## config.mk

```make
export PLATFORM = sky130hd
export DESIGN_NAME = gpio_strobed_byte_port
export DESIGN_NICKNAME = d
export VERILOG_FILES = /design/src/bit_sync.v /design/src/low_pulse_detect.v /design/src/gpio_strobed_byte_port.v
export VERILOG_INCLUDE_DIRS = /design/src /design/src/include
export SDC_FILE = /design/constraint.sdc
export NUM_CORES = 1
export LEC_CHECK = 0
export ABC_AREA = 0
export BUFFER_PORTS_ARGS = -buffer_cell sky130_fd_sc_hd__buf_2
export CORE_MARGIN = 2
export CORE_UTILIZATION = 50
export CTS_CLUSTER_SIZE = 8
export DETAILED_ROUTE_END_ITERATION = 16
export GPL_TIMING_DRIVEN = 0
export PLACE_DENSITY = 0.84
export SLEW_MARGIN = 10
export SYNTH_ARGS = -nofsm -noshare
export SYNTH_HDL_FRONTEND = slang
export SYNTH_HIERARCHICAL = 1
export SYNTH_SLANG_ARGS = --single-unit
export TNS_END_PERCENT = 50
```

## constraint.sdc

```tcl
create_clock -name core_clk_i -period 1.8 [get_ports core_clk_i]
set_input_delay 0.36 -clock core_clk_i [delete_from_list [all_inputs] [get_ports core_clk_i]]
set_output_delay 0.36 -clock core_clk_i [all_outputs]
set_load 0.03 [all_outputs]
```

## src/include/gpio_defs.vh

```
`ifndef GPIO_DEFS_VH
`define GPIO_DEFS_VH

// ****************************************************************
// Register byte offsets on the APB bus.
// ****************************************************************
`define OFS_DIR_CTRL     8'h00
`define OFS_PIN_OUT      8'h04
`define OFS_PIN_IN       8'h08
`define OFS_BYTE_OUT     8'h0C
`define OFS_BYTE_IN      8'h10
`define OFS_RD_LATCH     8'h14
`define OFS_IRQ_STATUS   8'h18
`define OFS_IRQ_MASK     8'h1C

// ****************************************************************
// Field positions inside the direction and control register.
// ****************************************************************
`define BIT_BUS_DIR      8
`define BIT_RD_STB_EN    9
`define BIT_WR_STB_EN    10

// ****************************************************************
// Single pin positions inside the five-bit pin vectors.
// ****************************************************************
`define PIN_FRAME        0
`define PIN_BATTERY      1
`define PIN_SUPPLY       2
`define PIN_FOUR         3
`define PIN_FIVE         4

// ****************************************************************
// Interrupt event positions in status and mask.
// ****************************************************************
`define EV_RD_STB        0
`define EV_WR_STB        1
`define EV_FRAME         2
`define EV_BATT_LOW      3
`define EV_COUNT         4

// ****************************************************************
// Reset values.
// ****************************************************************
`define RST_DIR_CTRL     11'h000
`define RST_PIN_OUT      5'h00
`define RST_BYTE         8'h00
`define RST_IRQ          4'h0

// ****************************************************************
// Timing figures and derived cycle counts.
// ****************************************************************
`define CLK_PERIOD_NS    100
`define STROBE_MIN_NS    50
`define MRST_MIN_NS      2000
`define STROBE_MIN_CYC   ((`STROBE_MIN_NS + `CLK_PERIOD_NS - 1) / `CLK_PERIOD_NS)
`define MRST_CYC         ((`MRST_MIN_NS + `CLK_PERIOD_NS - 1) / `CLK_PERIOD_NS)
// Filter lengths at the six-bit width of the pulse qualifier's count.
`define STROBE_FILT_CYC  6'h01
`define MRST_FILT_CYC    6'h15
`define CNT_W            6

`endif

```

## src/bit_sync.v

```verilog
`timescale 1ns/1ps
`default_nettype none

// ****************************************************************
// Two-stage synchroniser for asynchronous pin levels.
// ****************************************************************
module bit_sync #(
  parameter W = 1
) (
  input  wire         core_clk_i,
  input  wire         rst_i,
  input  wire         ce_i,
  input  wire [W-1:0] d_i,
  output wire [W-1:0] q_o
);

  reg [W-1:0] meta_reg;  // First stage, read only by the second stage.
  reg [W-1:0] sync_reg;  // Second stage, safe for logic.

  // Both stages shift together while the clock enable is high.
  always @(posedge core_clk_i) begin
    if (rst_i) begin
      meta_reg <= {W{1'b1}};
      sync_reg <= {W{1'b1}};
    end else if (ce_i) begin
      meta_reg <= d_i;
      sync_reg <= meta_reg;
    end
  end

  assign q_o = sync_reg;

endmodule

`default_nettype wire

```

## src/low_pulse_detect.v

```verilog
`timescale 1ns/1ps
`default_nettype none

// ****************************************************************
// Low pulse qualifier: one pulse per low period of enough length.
// ****************************************************************
module low_pulse_detect #(
  parameter [5:0] MIN_CYC = 6'h01
) (
  input  wire core_clk_i,
  input  wire rst_i,
  input  wire ce_i,
  input  wire level_i,
  output wire pulse_o
);

  reg [5:0] low_cnt_reg;  // Low samples seen, saturating at MIN_CYC.
  reg       pulse_reg;    // One-cycle detection pulse.

  // Counting restarts on every high sample, so only a falling edge
  // followed by a long enough low period produces a pulse.
  always @(posedge core_clk_i) begin
    if (rst_i) begin
      low_cnt_reg <= 6'h00;
      pulse_reg   <= 1'b0;
    end else if (ce_i) begin
      if (level_i) begin
        low_cnt_reg <= 6'h00;
        pulse_reg   <= 1'b0;
      end else if (low_cnt_reg != MIN_CYC) begin
        low_cnt_reg <= low_cnt_reg + 6'h01;
        pulse_reg   <= (low_cnt_reg == (MIN_CYC - 6'h01));
      end else begin
        pulse_reg <= 1'b0;
      end
    end
  end

  assign pulse_o = pulse_reg;

endmodule

`default_nettype wire

```

## src/gpio_strobed_byte_port.v

```verilog
// The APB slave port and the register offsets are this design's own decisions.
`include "gpio_defs.vh"
`timescale 1ns/1ps
`default_nettype none

module gpio_strobed_byte_port (
  input  wire        core_clk_i,
  input  wire        sys_rst_i,
  input  wire        ce_i,
  input  wire [7:0]  paddr_i,
  input  wire        psel_i,
  input  wire        penable_i,
  input  wire        pwrite_i,
  input  wire [31:0] pwdata_i,
  output wire [31:0] prdata_o,
  output wire        pready_o,
  output wire        pslverr_o,
  input  wire [4:0]  single_pins_i,
  output wire [4:0]  single_pins_o,
  output wire [4:0]  single_pins_oe_n_o,
  input  wire [7:0]  parallel_byte_lines_i,
  output wire [7:0]  parallel_byte_lines_o,
  output wire [7:0]  parallel_byte_lines_oe_n_o,
  input  wire        master_rst_n_i,
  output wire        irq_o
);

  // ****************************************************************
  // Declarations.
  // ****************************************************************
  wire [4:0]  single_sync;     // Synchronised single pin levels.
  wire [7:0]  byte_sync;       // Synchronised byte bus levels.
  wire        mrst_n_sync;     // Synchronised master reset level.
  wire        mrst_pulse;      // Qualified master reset event.
  wire        rst_all;         // Reset of the port logic, apart from the synchronisers, previous levels and master reset qualifier.
  wire        rd_stb_fall;     // Qualified falling edge on pin four.
  wire        wr_stb_fall;     // Qualified falling edge on pin five.
  wire        frame_mark_pin;  // Frame start level on pin one.
  wire        battery_status_pin; // Battery status level on pin two.
  wire        rd_stb_en;       // Pin four works as read strobe.
  wire        wr_stb_en;       // Pin five works as write strobe.
  wire        rd_stb_ev;       // Read strobe accepted.
  wire        wr_stb_ev;       // Write strobe accepted.
  wire        apb_setup_wait;  // Access phase before the answer.
  wire        apb_done;        // Completing edge of a transfer.
  wire        apb_wr;          // Write takes effect now.
  wire [3:0]  ev_set;          // Hardware events this cycle.
  wire [3:0]  ev_clr;          // Software clears this cycle.

  reg  [10:0] dir_ctrl_reg;    // Directions and strobe modes.
  reg  [4:0]  pin_out_reg;     // Single pin output levels.
  reg  [4:0]  pin_oe_n_reg;    // Single pin enables, low drives.
  reg  [7:0]  byte_out_reg;    // Staged outgoing byte.
  reg  [7:0]  bus_latch_reg;   // Byte presented on the bus.
  reg  [7:0]  bus_oe_n_reg;    // Byte bus enables, low drives.
  reg  [7:0]  rd_latch_reg;    // Byte captured by a read strobe.
  reg  [4:0]  single_prev_reg; // Last synchronised single levels.
  reg  [3:0]  irq_status_reg;  // Sticky event flags.
  reg  [3:0]  irq_status_next; // Next value of the sticky flags.
  reg  [3:0]  irq_mask_reg;    // Event enables onto the interrupt.
  reg         irq_reg;         // Registered interrupt level.
  reg         pready_reg;      // Registered APB ready.
  reg         pslverr_reg;     // Registered APB error.
  reg  [31:0] prdata_reg;      // Registered APB read data.
  reg  [31:0] prdata_next;     // Read data multiplexer result.
  reg         unmapped_next;   // Address hits no register.

  // ****************************************************************
  // Pin synchronisers and strobe qualification.
  // ****************************************************************

  // Every pin level passes two flip-flops before any logic reads it.
  bit_sync #(
    .W (14)
  ) u_pin_sync (
    .core_clk_i (core_clk_i),
    .rst_i      (sys_rst_i),
    .ce_i       (ce_i),
    .d_i        ({master_rst_n_i, parallel_byte_lines_i, single_pins_i}),
    .q_o        ({mrst_n_sync, byte_sync, single_sync})
  );

  // The master reset must stay low longer than the minimum time.
  low_pulse_detect #(
    .MIN_CYC (`MRST_FILT_CYC)
  ) u_mrst_detect (
    .core_clk_i (core_clk_i),
    .rst_i      (sys_rst_i),
    .ce_i       (ce_i),
    .level_i    (mrst_n_sync),
    .pulse_o    (mrst_pulse)
  );

  // A qualified master reset clears the port registers like power-up, but not the synchronisers, previous levels or its own qualifier.
  assign rst_all = sys_rst_i | mrst_pulse;

  // Read strobe detection on pin four, from its falling edge.
  low_pulse_detect #(
    .MIN_CYC (`STROBE_FILT_CYC)
  ) u_rd_detect (
    .core_clk_i (core_clk_i),
    .rst_i      (rst_all),
    .ce_i       (ce_i),
    .level_i    (single_sync[`PIN_FOUR]),
    .pulse_o    (rd_stb_fall)
  );

  // Write strobe detection on pin five, from its falling edge.
  low_pulse_detect #(
    .MIN_CYC (`STROBE_FILT_CYC)
  ) u_wr_detect (
    .core_clk_i (core_clk_i),
    .rst_i      (rst_all),
    .ce_i       (ce_i),
    .level_i    (single_sync[`PIN_FIVE]),
    .pulse_o    (wr_stb_fall)
  );

  // Strobes count only while their function is selected.
  assign rd_stb_en = dir_ctrl_reg[`BIT_RD_STB_EN];
  assign wr_stb_en = dir_ctrl_reg[`BIT_WR_STB_EN];
  assign rd_stb_ev = rd_stb_en & rd_stb_fall;
  assign wr_stb_ev = wr_stb_en & wr_stb_fall;

  // Pin one and pin two carry status levels when left open.
  assign frame_mark_pin     = single_sync[`PIN_FRAME];
  assign battery_status_pin = single_sync[`PIN_BATTERY];

  // ****************************************************************
  // APB slave handshake.
  // ****************************************************************
  assign apb_setup_wait = psel_i & penable_i & ~pready_reg;
  assign apb_done       = psel_i & penable_i & pready_reg;
  assign apb_wr         = apb_done & pwrite_i & ~pslverr_reg;

  // Read data is chosen during the first access cycle and held.
  always @* begin
    prdata_next   = 32'h00000000;
    unmapped_next = 1'b0;
    case (paddr_i)
      `OFS_DIR_CTRL: begin
        prdata_next[10:0] = dir_ctrl_reg;
      end
      `OFS_PIN_OUT: begin
        prdata_next[4:0] = pin_out_reg;
      end
      `OFS_PIN_IN: begin
        prdata_next[4:0] = single_sync;
      end
      `OFS_BYTE_OUT: begin
        prdata_next[7:0] = byte_out_reg;
      end
      `OFS_BYTE_IN: begin
        prdata_next[7:0] = byte_sync;
      end
      `OFS_RD_LATCH: begin
        prdata_next[7:0] = rd_latch_reg;
      end
      `OFS_IRQ_STATUS: begin
        prdata_next[3:0] = irq_status_reg;
      end
      `OFS_IRQ_MASK: begin
        prdata_next[3:0] = irq_mask_reg;
      end
      default: begin
        unmapped_next = 1'b1;
      end
    endcase
  end

  // Ready rises one cycle into the access phase and drops after it.
  always @(posedge core_clk_i) begin
    if (rst_all) begin
      pready_reg  <= 1'b0;
      pslverr_reg <= 1'b0;
      prdata_reg  <= 32'h00000000;
    end else if (ce_i) begin
      pready_reg <= apb_setup_wait;
      if (apb_setup_wait) begin
        pslverr_reg <= unmapped_next;
        prdata_reg  <= pwrite_i ? 32'h00000000 : prdata_next;
      end else if (apb_done) begin
        pslverr_reg <= 1'b0;
        prdata_reg  <= 32'h00000000;
      end
    end
  end

  // ****************************************************************
  // Control registers and pin drivers.
  // ****************************************************************

  // Software writes steer directions, modes, levels and the mask.
  always @(posedge core_clk_i) begin
    if (rst_all) begin
      dir_ctrl_reg <= `RST_DIR_CTRL;
      pin_out_reg  <= `RST_PIN_OUT;
      irq_mask_reg <= `RST_IRQ;
    end else if (ce_i && apb_wr) begin
      case (paddr_i)
        `OFS_DIR_CTRL: begin
          dir_ctrl_reg <= pwdata_i[10:0];
        end
        `OFS_PIN_OUT: begin
          pin_out_reg <= pwdata_i[4:0];
        end
        `OFS_IRQ_MASK: begin
          irq_mask_reg <= pwdata_i[3:0];
        end
        default: begin
          dir_ctrl_reg <= dir_ctrl_reg;
        end
      endcase
    end
  end

  // Single pin enables follow the direction bits. A pin in strobe
  // mode is always an input, and pin three set as input leaves the
  // supply line to an external circuit.
  always @(posedge core_clk_i) begin
    if (rst_all) begin
      pin_oe_n_reg <= 5'h1F;
    end else if (ce_i) begin
      pin_oe_n_reg <= ~dir_ctrl_reg[4:0];
      if (rd_stb_en) begin
        pin_oe_n_reg[`PIN_FOUR] <= 1'b1;
      end
      if (wr_stb_en) begin
        pin_oe_n_reg[`PIN_FIVE] <= 1'b1;
      end
    end
  end

  // The byte bus drives together, all eight lines at once.
  always @(posedge core_clk_i) begin
    if (rst_all) begin
      bus_oe_n_reg <= 8'hFF;
    end else if (ce_i) begin
      bus_oe_n_reg <= {8{~dir_ctrl_reg[`BIT_BUS_DIR]}};
    end
  end

  // ****************************************************************
  // Byte bus transfers.
  // ****************************************************************

  // The staged byte goes to the bus at once, or on a write strobe
  // when that function is selected on pin five.
  always @(posedge core_clk_i) begin
    if (rst_all) begin
      byte_out_reg  <= `RST_BYTE;
      bus_latch_reg <= `RST_BYTE;
    end else if (ce_i) begin
      if (apb_wr && (paddr_i == `OFS_BYTE_OUT)) begin
        byte_out_reg <= pwdata_i[7:0];
        if (!wr_stb_en) begin
          bus_latch_reg <= pwdata_i[7:0];
        end
      end
      if (wr_stb_ev) begin
        bus_latch_reg <= byte_out_reg;
      end
    end
  end

  // A read strobe on pin four captures the bus into the read latch.
  always @(posedge core_clk_i) begin
    if (rst_all) begin
      rd_latch_reg <= `RST_BYTE;
    end else if (ce_i && rd_stb_ev) begin
      rd_latch_reg <= byte_sync;
    end
  end

  // ****************************************************************
  // Interrupt events.
  // ****************************************************************

  // Previous levels give the frame and battery edges. Like the
  // synchronisers they only follow the power-up reset, so a master
  // reset with a pin already low raises no false edge.
  always @(posedge core_clk_i) begin
    if (sys_rst_i) begin
      single_prev_reg <= 5'h1F;
    end else if (ce_i) begin
      single_prev_reg <= single_sync;
    end
  end

  // Events: strobes, frame start rising, battery status falling.
  assign ev_set[`EV_RD_STB]   = rd_stb_ev;
  assign ev_set[`EV_WR_STB]   = wr_stb_ev;
  assign ev_set[`EV_FRAME]    = frame_mark_pin & ~single_prev_reg[`PIN_FRAME] &
                                pin_oe_n_reg[`PIN_FRAME];
  assign ev_set[`EV_BATT_LOW] = ~battery_status_pin & single_prev_reg[`PIN_BATTERY] &
                                pin_oe_n_reg[`PIN_BATTERY];
  assign ev_clr = (apb_wr && (paddr_i == `OFS_IRQ_STATUS)) ? pwdata_i[3:0] : 4'h0;

  // A set arriving together with its clear keeps the flag set.
  genvar gi;
  generate
    for (gi = 0; gi < `EV_COUNT; gi = gi + 1) begin : g_flag
      always @* begin
        irq_status_next[gi] = ev_set[gi] | (irq_status_reg[gi] & ~ev_clr[gi]);
      end
    end
  endgenerate

  // Sticky flags and the masked interrupt level.
  always @(posedge core_clk_i) begin
    if (rst_all) begin
      irq_status_reg <= `RST_IRQ;
      irq_reg        <= 1'b0;
    end else if (ce_i) begin
      irq_status_reg <= irq_status_next;
      irq_reg        <= |(irq_status_next & irq_mask_reg);
    end
  end

  // ****************************************************************
  // Outputs, all straight from flip-flops.
  // ****************************************************************
  assign prdata_o                   = prdata_reg;
  assign pready_o                   = pready_reg;
  assign pslverr_o                  = pslverr_reg;
  assign single_pins_o              = pin_out_reg;
  assign single_pins_oe_n_o         = pin_oe_n_reg;
  assign parallel_byte_lines_o      = bus_latch_reg;
  assign parallel_byte_lines_oe_n_o = bus_oe_n_reg;
  assign irq_o                      = irq_reg;

endmodule

`default_nettype wire

```

==> summary.txt, run 1 <==
GRT
  – Total global-route track usage: 25.9%
  – Maximum number of pins on one net before global-route repair: 22
  – Wire length of the first global-routing pass: approximately 26 mm
  – Overflow left after global routing: 0
  – Initial antenna violation count: 0
  – Vias in the first global route: 5,189

Routing
  – Avg Vias per Cell: ~5.9
  – Number of nets with antenna violations after routing: 0
  – Router iterations before antenna repair: 5
  – Via total after detailed routing: approximately 5,300
  – Initial drt markers: around 500
  – Average detailed-routed wire length per instance: between 15 and 20 um
  – Wirelength, routed: 15.8 mm
  – Number of design rule violations left after detail routing: 0

Pwr
  – Worst IR drop on VDD: between 0.5 and 0.6 mV
  – Switching power: around 1.6 mW
  – Proportion of power drawn by the clock network: ~54%
  – Internal power: roughly 5.6 mW
  – Areal power density over the cells: 1010 nW/um2
  – Sequential fraction of design power: a little under two fifths
  – Leakage: 3.10 nW
  – Combinational share of power: between 7 and 8%
  – Total power of the final layout: between 7 and 8 mW
  – Switch share: 22.4%

Synthesis
  – Synthesized area: 5750 um2
  – Most repeated cell in the gate-level netlist after synthesis: sky130_fd_sc_hd__dfxtp_1
  – Share of synthesized registers carrying an async set or reset: 0%
  – Most frequent cells after synthesis: 119 x sky130_fd_sc_hd__dfxtp_1, 53 x sky130_fd_sc_hd__nor2_1, 44 x sky130_fd_sc_hd__nand2_1
  – Mean cell area of the mapped netlist: just over 9 um2
  – Flops & latches, synth: around 120
  – Yosys cell types: 60
  – Cell count after synthesis: between 600 and 700
  – Largest area contributor in the netlist: sky130_fd_sc_hd__dfxtp_1
  – Synth Flop Type: sky130_fd_sc_hd__dfxtp_1
  – Top-area cell type share of the netlist area: approximately two fifths
  – Biggest area contributors in the synthesized netlist: sky130_fd_sc_hd__dfxtp_1 41%, sky130_fd_sc_hd__mux2i_1 5.7%, sky130_fd_sc_hd__a211o_1 4.6%
  – Number of enable flip-flop cells after synthesis: 0
  – Synthesis warning total: 6
  – Part of the Yosys area used for sequential elements: around two fifths

Worst hold path
  – WHS Endpoint: u_pin_sync/meta_reg[3]
  – Cell depth of the worst hold path: 2
  – Hold path start: single_pins_i[3]
  – Path class of the lowest-slack min-delay path: in2reg

STA
  – Worst relative slew slack: between 50% and 60%
  – Share of the clock period used by the worst path after layout: 98.1%
  – Slew at the pin closest to its max-slew limit: a little over 0.6 ns
  – Period minus WS final: about 1.8 ns
  – FMAX: between 500 and 600 MHz
  – Unrepaired setup endpoints after global routing: yes
  – Final setup violation count: 0
  – Clock skew: around 0.0069 ns
  – Count of final hold-check violations: 0
  – Max-slew violations: 0

Finish
  – Non-filler cells, final: between 800 and 900
  – Fill cell total of the finished layout: around 900
  – Fraction of final layout cells with drive strength greater than 1: between 20% and 30%
  – Total number of nets in the final design: just over 800
  – Inserted Diodes: 0
  – Signed area change from the synthesized netlist to the final layout: 24.2%

Critical path
  – Critical path start-end classification: reg2reg
  – Crit path max-delay family: simple AND/OR/NAND/NOR gates
  – Flop2flop setup slack: around 0.035 ns
  – Critical path required time: about 2.1 ns
  – Data arrival at the endpoint of the critical path: just over 2 ns
  – Type of origin of the critical path: flop
  – Reg-to-reg critical path endpoint: irq_o
  – Standard cell with the maximum stage delay on the critical path: sky130_fd_sc_hd__dfxtp_1
  – Cells along the critical path: nor4bb_1, and4_1, buf_4, a31oi_1, nor4_1, a21oi_1
  – Delay of the slowest cell on the worst path: around 0.33 ns
  – Type of element capturing the critical path: flop
  – Critical path peak fanout: 8
  – Worst path bufs/invs: 1
  – Startpoint of the lowest-slack register-to-register path: pslverr_o
  – Logic depth of the worst register-to-register path: 6

Job
  – Number of max-capacitance violations reported: 0

Place
  – Weighted congestion reported at the end of routability-driven placement: about 1
  – IO buf count: between 70 and 80
  – Number of instances in the placed design: ~860
  – Estimated wirelength of the detail-placed design: 11.1 mm

Clock tree
  – Clock sink total: around 120
  – TritonCTS clock tree: yes
  – Hold bufs inserted after CTS: 0
  – Clock-pin slew on the worst setup and hold paths: 0.06 ns
  – Clock latency on the worst-skew pair: roughly 0.42 ns
  – Number of clock buffers inserted by TritonCTS: 17
  – Buffer cell driving the clock tree root: sky130_fd_sc_hd__clkbuf_16
  – Clk buf depth: 2
  – H-Tree Level Count: 4

Floorplanning
  – Number of primary I/O pins: around 120
  – Area inside the core boundary: roughly 11,000 um2
  – Floorplan die width: about 110 um
  – Overall die height: between 100 and 150 um
  – Die area: roughly 12,000 um2
  – Site Rows: 39
  – Initial Util: about half

Outcome
  – Outcome: finished clean
[placed cells by master (no fill, tap or decap), types with 4 or more instances in the layout]
cell type and instances:
sky130_fd_sc_hd__a211o_1 30, sky130_fd_sc_hd__a211oi_1 4, sky130_fd_sc_hd__a21oi_1 35, sky130_fd_sc_hd__a22oi_1 14
sky130_fd_sc_hd__a31oi_1 14, sky130_fd_sc_hd__and3_1 8, sky130_fd_sc_hd__buf_2 83, sky130_fd_sc_hd__buf_4 33
sky130_fd_sc_hd__buf_6 5, sky130_fd_sc_hd__bufinv_16 6, sky130_fd_sc_hd__clkbuf_1 14, sky130_fd_sc_hd__clkbuf_16 17
sky130_fd_sc_hd__clkbuf_2 4, sky130_fd_sc_hd__conb_1 21, sky130_fd_sc_hd__dfxtp_1 119, sky130_fd_sc_hd__ha_1 9
sky130_fd_sc_hd__inv_1 20, sky130_fd_sc_hd__mux2_2 6, sky130_fd_sc_hd__mux2i_1 33, sky130_fd_sc_hd__mux4_2 6
sky130_fd_sc_hd__nand2_1 44, sky130_fd_sc_hd__nand2b_1 7, sky130_fd_sc_hd__nand3_1 14, sky130_fd_sc_hd__nand3b_1 4
sky130_fd_sc_hd__nand4_1 6, sky130_fd_sc_hd__nor2_1 50, sky130_fd_sc_hd__nor2b_1 38, sky130_fd_sc_hd__nor3_1 4
sky130_fd_sc_hd__o21ai_0 29, sky130_fd_sc_hd__o22ai_1 4, sky130_fd_sc_hd__or3_1 5
[cell type report]
| class | count | area (um2) | area share, % |
|---|---|---|---|
| clock buffer | 21 | 460 | 6.44 |
| multi-input combinational | 442 | 3000 | 42.0 |
| inverter | 20 | 75.1 | 1.05 |
| timing repair buffer | 79 | 405 | 5.67 |
| tap | 143 | 179 | 2.50 |
| buffer | 62 | 428 | 5.99 |
| clock inverter | 11 | 219 | 3.06 |
| sequential | 119 | 2380 | 33.3 |
[timing repair]
item                       CTS  global route
pin swaps                    0             3
buffers inserted             2             1
setup endpoints to repair   58            65
gates resized for setup      8            18
[cell families after synthesis]
logic type | synth area share (%)
and+or+nand+nor | 20.4
other | 0.0652
AOI/OAI and AO/OA | 18.1
adders and majority gates | 1.96
muxes | 9.26
DFF | 41.4
buffers and inverters | 8.85
[worst max-delay path by stage]
stage                           from                    endpoint  slack [ns]  cells past startpoint
6_report                   pslverr_o                       irq_o        0.03                      6
5_1_grt             dir_ctrl_reg[10]                       irq_o       -0.02                      6
3_3_place_gp                    ce_i                 prdata_o[3]       -0.53                      7
3_5_place_dp                    ce_i             byte_out_reg[4]       -0.62                      7
4_1_cts        u_mrst_detect/pulse_o  u_rd_detect/low_cnt_reg[1]       0.004                      6
2_1_floorplan             paddr_i[6]             dir_ctrl_reg[1]        0.04                      6
[worst reg2reg max path, stage by stage (launching register included)]
cell                       delay, ns
sky130_fd_sc_hd__dfxtp_1        0.33
sky130_fd_sc_hd__nor4bb_1       0.30
sky130_fd_sc_hd__and4_1         0.29
sky130_fd_sc_hd__buf_4          0.18
sky130_fd_sc_hd__a31oi_1        0.09
sky130_fd_sc_hd__nor4_1         0.33
sky130_fd_sc_hd__a21oi_1        0.12
[through the flow]
stage          area [um2]  util, %  TNS [ns]  hold WS [ns]  setup slack [ns]
2_1_floorplan        5830        -         0         0.427            0.0379
3_3_place_gp         6390     56.5    -29.10         0.434            -0.527
3_5_place_dp         6390     56.5    -34.63         0.445            -0.621
4_1_cts              7120     62.9         0         0.141           0.00380
5_1_grt              7150     63.1   -0.0330         0.148           -0.0216
6_report             7150     63.1         0         0.148            0.0346
[power groups by stage]
stage / clock network, mW / registers [mW] / logic [mW]
floorplan: 0 / 2.78 / 0.377
global placement: 0 / 2.80 / 0.517
CTS: 3.92 / 2.75 / 0.547
detailed placement: 0 / 2.80 / 0.536
finish: 3.90 / 2.75 / 0.560
global route: 4.03 / 2.75 / 0.605
[layer usage]
layer / part of all wire, % / global-route usage, % / vias to the layer above
li1: - / - / 2438
met1: 39 / 32.3 / 2515
met2: 48 / 42.1 / 323
met3: 9.6 / 4.87 / 59
met4: 3.4 / 14.2 / 0
met5: 0 / 0 / -
Power figures use the tool's default switching activity.
==> run 2, diff against run 1 <==
Settings changed: ABC_AREA 0 to 1.
==> summary.txt, run 2 <==
GRT
  – Vias in the first global route: 5,541 (was 5,189)
  – Wire length of the first global-routing pass: 25.4 mm (was 25.7 mm)
  – Total global-route track usage: 24.7% (was 25.9%)
  – Maximum number of pins on one net before global-route repair: 20 (was 22)
  – Overflow left after global routing: 0 (unchanged)
  – Initial antenna violation count: 0 (unchanged)

Clock tree
  – Clock-pin slew on the worst setup and hold paths: 0.06 ns (about the same)
  – H-Tree Level Count: 4 (unchanged)
  – Number of clock buffers inserted by TritonCTS: 17 (unchanged)
  – Hold bufs inserted after CTS: 0 (unchanged)
  – Buffer cell driving the clock tree root: sky130_fd_sc_hd__clkbuf_16 (unchanged)
  – Clock latency on the worst-skew pair: 0.42 ns (about the same)
  – TritonCTS clock tree: yes (unchanged)
  – Clock sink total: 119 (unchanged)
  – # resized after CTS: 0 (was 8)
  – Buffer count from post-CTS setup fixing: 0 (was 2)
  – Clk buf depth: 2 (unchanged)

Critical path
  – Type of element capturing the critical path: flop (unchanged)
  – Data arrival at the endpoint of the critical path: 1.99 ns (was 2.06 ns)
  – Critical path required time: 2.15 ns (was 2.09 ns)
  – Critical path peak fanout: 10 (was 8)
  – Type of origin of the critical path: flop (unchanged)
  – Critical path start-end classification: reg2reg (unchanged)

Finish
  – Signed area change from the synthesized netlist to the final layout: 21.3% (was 24.2%)
  – Layout Cell Area excl Fill: 7160 um2 (was 7150 um2)
  – Final design utilization: 62.5% (was 63.1%)
  – Most frequent standard cell in the layout excluding fill and tap cells: sky130_fd_sc_hd__nand2_1 (was sky130_fd_sc_hd__dfxtp_1)
  – Highest-count cells in the layout ignoring fill and taps: 196 x sky130_fd_sc_hd__nand2_1, 119 x sky130_fd_sc_hd__dfxtp_1, 96 x sky130_fd_sc_hd__nor2_1 (was 119 x sky130_fd_sc_hd__dfxtp_1, 83 x sky130_fd_sc_hd__buf_2, 50 x sky130_fd_sc_hd__nor2_1)
  – Total number of nets in the final design: 1,026 (was 810)
  – Non-filler cells, final: 1,113 (was 897)
  – Fraction of final layout cells with drive strength greater than 1: 22.6% (was 25.5%)
  – Inserted Diodes: 0 (unchanged)

STA
  – Final setup violation count: 0 (unchanged)
  – Share of the clock period used by the worst path after layout: 91.2% (was 98.1%)
  – Unrepaired setup endpoints after global routing: no (was yes)
  – Post-Route Hold Slack: 0.155 ns (was 0.148 ns)
  – Slew at the pin closest to its max-slew limit: 0.579 ns (was 0.608 ns)
  – Worst relative slew slack: 61.3% (was 59.3%)
  – FMAX: 609 MHz (was 566 MHz)
  – Count of final hold-check violations: 0 (unchanged)
  – Max-slew violations: 0 (unchanged)
  – Period minus WS final: 1.64 ns (was 1.77 ns)
  – Clock skew: 0.00807 ns (was 0.00692 ns)
  – Final setup slack of the worst path: 0.158 ns (was 0.0346 ns)
  – Total Negative Setup Slacks: 0 ns (unchanged)

Synthesis
  – Top-area cell type share of the netlist area: 40.3% (was 41.4%)
  – Synthesized area: 5910 um2 (was 5750 um2)
  – Synthesis warning total: 6 (unchanged)
  – Biggest area contributors in the synthesized netlist: sky130_fd_sc_hd__dfxtp_1 40%, sky130_fd_sc_hd__nand2_1 12%, sky130_fd_sc_hd__nand3_1 6.4% (was sky130_fd_sc_hd__dfxtp_1 41%, sky130_fd_sc_hd__mux2i_1 5.7%, sky130_fd_sc_hd__a211o_1 4.6%)
  – Most repeated cell in the gate-level netlist after synthesis: sky130_fd_sc_hd__nand2_1 (was sky130_fd_sc_hd__dfxtp_1)
  – Cell count after synthesis: 840 (was 624)
  – Number of enable flip-flop cells after synthesis: 0 (unchanged)
  – Most frequent cells after synthesis: 196 x sky130_fd_sc_hd__nand2_1, 119 x sky130_fd_sc_hd__dfxtp_1, 97 x sky130_fd_sc_hd__nor2_1 (was 119 x sky130_fd_sc_hd__dfxtp_1, 53 x sky130_fd_sc_hd__nor2_1, 44 x sky130_fd_sc_hd__nand2_1)
  – Part of the Yosys area used for sequential elements: 40.3% (was 41.4%)
  – Mean cell area of the mapped netlist: 7.03 um2 (was 9.22 um2)
  – Flops & latches, synth: 119 (unchanged)
  – Yosys cell types: 31 (was 60)
  – Largest area contributor in the netlist: sky130_fd_sc_hd__dfxtp_1 (unchanged)
  – Synth Flop Type: sky130_fd_sc_hd__dfxtp_1 (unchanged)
  – Share of synthesized registers carrying an async set or reset: 0% (unchanged)

Floorplanning
  – Overall die height: 113 um (was 111 um)
  – Number of primary I/O pins: 121 (unchanged)
  – Area inside the core boundary: 11,500 um2 (was 11,300 um2)
  – Site Rows: 39 (unchanged)
  – Floorplan die width: 113 um (was 111 um)
  – Initial Util: 51.5% (was 50.8%)
  – Die area: 12,700 um2 (was 12,400 um2)

Routing
  – Average detailed-routed wire length per instance: 13.6 um (was 17.6 um)
  – Via total after detailed routing: 5,736 (was 5,335)
  – Wirelength, routed: 15.2 mm (was 15.8 mm)
  – Router iterations before antenna repair: 6 (was 5)
  – Initial drt markers: 601 (was 508)
  – Number of nets with antenna violations after routing: 0 (unchanged)
  – Avg Vias per Cell: 5.15 (was 5.95)
  – Number of design rule violations left after detail routing: 0 (unchanged)

Place
  – Setup slack after placement: -0.382 ns (was -0.621 ns)
  – Placed inst area: 6550 um2 (was 6390 um2)
  – IO buf count: 78 (was 76)
  – Weighted congestion reported at the end of routability-driven placement: 0.938 (was 0.982)
  – Number of instances in the placed design: 1,081 (was 863)
  – Estimated wirelength of the detail-placed design: 10.4 mm (was 11.1 mm)

Pwr
  – Leakage: 3.33 nW (was 3.10 nW)
  – Areal power density over the cells: 954 nW/um2 (was 1010 nW/um2)
  – Worst IR drop on VDD: 0.778 mV (was 0.544 mV)
  – Total power of the final layout: 6.83 mW (was 7.21 mW)

Worst hold path
  – Path class of the lowest-slack min-delay path: in2reg (unchanged)

Outcome
  – Outcome: finished clean (unchanged)

Job
  – Number of max-capacitance violations reported: 0 (unchanged)
-- run 2: cell count changes in the layout (fill, tap and decap cells not counted), sizes merged, moves of 38 or more --
cell and delta:
inv +72, nand2 +165, o21ai +42, nand3 +74, nor2b -38, nor2 +63
-- run 2: where the power goes --
part / internal, mW / switching, mW
registers: 2.70 / 0.0643
clock network: 2.19 / 1.29
logic: 0.207 / 0.382
total: 5.10 / 1.74
-- run 2: routing by layer --
metal	global-route usage (%)	vias up	share of wire, %
met3	5.56	47	7.1
met5	0	-	0
li1	-	2880	-
met1	29.1	2579	42
met4	11.4	0	3.1
met2	42.5	230	48
-- run 2: area by class of cell --
cell class                      count  area [um2]
Buffer                             55         379
Sequential cell                   119        2380
Timing Repair Buffer               78         393
Inverter                           91         347
Tap cell                          143         179
Multi-Input combinational cell    595        2880
Clock buffer                       18         429
Fill cell                         985        4300
Clock inverter                     14         173
-- run 2: logic make-up (layout without fill, tap and decap cells) --
group / after synthesis / count (layout) / share of synthesized area (%)
simple gates: 435 / 435 / 34.0
buf+inv: 146 / 256 / 12.2
compound gates: 130 / 130 / 11.5
flops: 119 / 119 / 40.3
fa+ha+maj: 9 / 9 / 1.91
other cells: 1 / 21 / 0.0635
-- run 2: worst paths after layout --
check	cells after the start	to	slack, ns	start
setup reg to reg	5	irq_mask_reg[2]	0.16	u_mrst_detect/pulse_o
hold reg to reg	2	rd_latch_reg[2]	0.44	rd_latch_reg[2]
setup / recovery	5	irq_mask_reg[2]	0.16	u_mrst_detect/pulse_o
hold / removal	3	u_pin_sync/meta_reg[11]	0.15	parallel_byte_lines_i[6]
-- run 2: critical path, stage by stage (launching register included) --
cell                       delay, ns
sky130_fd_sc_hd__dfxtp_1        0.31
sky130_fd_sc_hd__nor2_1         0.21
sky130_fd_sc_hd__clkbuf_2       0.29
sky130_fd_sc_hd__clkbuf_1       0.42
sky130_fd_sc_hd__o21ai_0        0.21
sky130_fd_sc_hd__nor2_1         0.13
==> run 3, diff against run 2 <==
Settings changed: BUFFER_PORTS_ARGS -buffer_cell sky130_fd_sc_hd__buf_2 to -buffer_cell sky130_fd_sc_hd__buf_4, CORE_MARGIN 2 to 5.
==> summary.txt, run 3 (synthesis gave the netlist of run 2 again) <==
STA
  – Post-Route Hold Slack: 0.152 ns (was 0.155 ns)
  – Final setup violation count: 0 (unchanged)
  – FMAX: 610 MHz (was 609 MHz)
  – Unrepaired setup endpoints after global routing: no (unchanged)
  – Share of the clock period used by the worst path after layout: 91.1% (was 91.2%)
  – Worst relative slew slack: 62.2% (was 61.3%)
  – Clock skew: 0.00927 ns (was 0.00807 ns)
  – Period minus WS final: 1.64 ns (about the same)
  – Max-slew violations: 0 (unchanged)
  – Slew at the pin closest to its max-slew limit: 0.566 ns (was 0.579 ns)
  – Count of final hold-check violations: 0 (unchanged)

Outcome
  – Outcome: finished clean (unchanged)

Routing
  – Router iterations before antenna repair: 5 (was 6)
  – Avg Vias per Cell: 5.14 (was 5.15)
  – Average detailed-routed wire length per instance: 13.9 um (was 13.6 um)
  – Metal1 wirelength: 6.43 mm (was 6.36 mm)
  – Total met3 wirelength after detailed routing: 1.27 mm (was 1.08 mm)
  – Number of design rule violations left after detail routing: 0 (unchanged)
  – Wirelength, routed: 15.5 mm (was 15.2 mm)
  – Wire length on met2: 7.32 mm (was 7.24 mm)
  – Number of nets with antenna violations after routing: 0 (unchanged)
  – Initial drt markers: 605 (was 601)
  – Via total after detailed routing: 5,716 (was 5,736)
  – Highest layer used for signal routing: met4 (unchanged)

Finish
  – Most frequent standard cell in the layout excluding fill and tap cells: sky130_fd_sc_hd__nand2_1 (unchanged)
  – Sequential cell area: 2380 um2 (unchanged)
  – Fraction of final layout cells with drive strength greater than 1: 22.7% (was 22.6%)
  – Fill cell total of the finished layout: 1,013 (was 985)
  – Non-filler cells, final: 1,113 (unchanged)
  – Highest-count cells in the layout ignoring fill and taps: 196 x sky130_fd_sc_hd__nand2_1, 119 x sky130_fd_sc_hd__dfxtp_1, 107 x sky130_fd_sc_hd__buf_4 (was 196 x sky130_fd_sc_hd__nand2_1, 119 x sky130_fd_sc_hd__dfxtp_1, 96 x sky130_fd_sc_hd__nor2_1)
  – Signed area change from the synthesized netlist to the final layout: 25.2% (was 21.3%)
  – Layout Cell Area excl Fill: 7390 um2 (was 7160 um2)
  – Final design utilization: 64.2% (was 62.5%)
  – Area used by multi-input combinational logic: 2880 um2 (unchanged)
  – Inserted Diodes: 0 (unchanged)
  – Total number of nets in the final design: 1,026 (unchanged)

Critical path
  – Critical path start-end classification: reg2reg (unchanged)
  – Type of origin of the critical path: flop (unchanged)
  – Data arrival at the endpoint of the critical path: 2.00 ns (was 1.99 ns)
  – Critical path peak fanout: 9 (was 10)
  – Type of element capturing the critical path: flop (unchanged)
  – Critical path required time: 2.16 ns (was 2.15 ns)

Clock tree
  – Hold bufs inserted after CTS: 0 (unchanged)
  – Buffer cell driving the clock tree root: sky130_fd_sc_hd__clkbuf_16 (unchanged)
  – Clock-pin slew on the worst setup and hold paths: 0.06 ns (about the same)
  – Number of clock buffers inserted by TritonCTS: 17 (unchanged)
  – Clock sink total: 119 (unchanged)
  – H-Tree Level Count: 4 (unchanged)
  – Clk buf depth: 2 (unchanged)
  – TritonCTS clock tree: yes (unchanged)
  – Clock latency on the worst-skew pair: 0.42 ns (about the same)

GRT
  – Overflow left after global routing: 0 (unchanged)
  – Wire length of the first global-routing pass: 25.2 mm (was 25.4 mm)
  – Total global-route track usage: 21.8% (was 24.7%)
  – Maximum number of pins on one net before global-route repair: 20 (unchanged)
  – Vias in the first global route: 5,480 (was 5,541)
  – Initial antenna violation count: 0 (unchanged)

Place
  – Weighted congestion reported at the end of routability-driven placement: 0.960 (was 0.938)
  – Placed inst area: 6750 um2 (was 6550 um2)
  – Number of instances in the placed design: 1,081 (unchanged)
  – Estimated wirelength of the detail-placed design: 10.9 mm (was 10.4 mm)
  – IO buf count: 78 (unchanged)

Floorplanning
  – Number of primary I/O pins: 121 (unchanged)
  – Overall die height: 119 um (was 113 um)
  – Area inside the core boundary: 11,500 um2 (about the same)
  – Floorplan die width: 119 um (was 113 um)
  – Initial Util: 51.3% (was 51.5%)
  – Site Rows: 39 (unchanged)
  – Die area: 14,100 um2 (was 12,700 um2)

Pwr
  – Areal power density over the cells: 955 nW/um2 (was 954 nW/um2)
  – Worst IR drop on VDD: 0.606 mV (was 0.778 mV)
  – Total power of the final layout: 7.06 mW (was 6.83 mW)
  – Leakage: 3.42 nW (was 3.33 nW)

Worst hold path
  – Path class of the lowest-slack min-delay path: in2reg (unchanged)

Job
  – Number of max-capacitance violations reported: 0 (unchanged)
run 3: report_power, final:
group / switching (mW) / internal [mW] / total, mW
Combinational: 0.379 / 0.238 / 0.617
Sequential: 0.0655 / 2.70 / 2.77
Clock: 1.33 / 2.35 / 3.68
run 3: path summary, 6_finish.rpt:
kind / to / depth (start not counted) / slack [ns] / start
max: parallel_byte_lines_o[3] / 8 / 0.16 / pslverr_o
min: u_pin_sync/meta_reg[5] / 3 / 0.15 / parallel_byte_lines_i[0]
max reg2reg: parallel_byte_lines_o[3] / 8 / 0.16 / pslverr_o
min reg2reg: rd_latch_reg[0] / 2 / 0.45 / rd_latch_reg[0]
run 3: per-layer routing:
layer  track usage [%]  vias to the layer above
li1                  -                     2877
met1              25.9                     2534
met2              37.0                      256
met3              5.40                       49
met4              10.4                        0
met5                 0                        -
run 3: stage by stage:
stage,setup TNS (ns),setup slack (ns)
after floorplan,0,0.288
after global placement,-4.38,-0.156
after detailed placement,-4.69,-0.159
after CTS,0,0.0530
after global routing,0,0.0189
final,0,0.160
run 3: final cells by class:
cell class	count	share of cell area, %
Buffer	55	5.15
Clock inverter	15	2.91
Sequential cell	119	32.2
Tap cell	143	2.42
Clock buffer	17	5.75
Inverter	91	4.64
Multi-Input combinational cell	595	39.0
Timing Repair Buffer	78	7.92
run 3: timing repair:
item | CTS | global route
endpoints found under the setup margin | 1 | 15
hold endpoints to repair | 0 | 0
buffers inserted | 0 | 0
pin swaps | 0 | 0
resized for setup | 1 | 5
run 3: critical path, cell delays in order, from the launching register on:
cell and delay [ns]:
sky130_fd_sc_hd__dfxtp_1 0.34, sky130_fd_sc_hd__nand3b_1 0.24, sky130_fd_sc_hd__nor2_2 0.28, sky130_fd_sc_hd__nand3_1 0.12, sky130_fd_sc_hd__nand2_1 0.09, sky130_fd_sc_hd__nand2_2 0.12
sky130_fd_sc_hd__inv_1 0.22, sky130_fd_sc_hd__nor2_1 0.07, sky130_fd_sc_hd__nor2_1 0.10
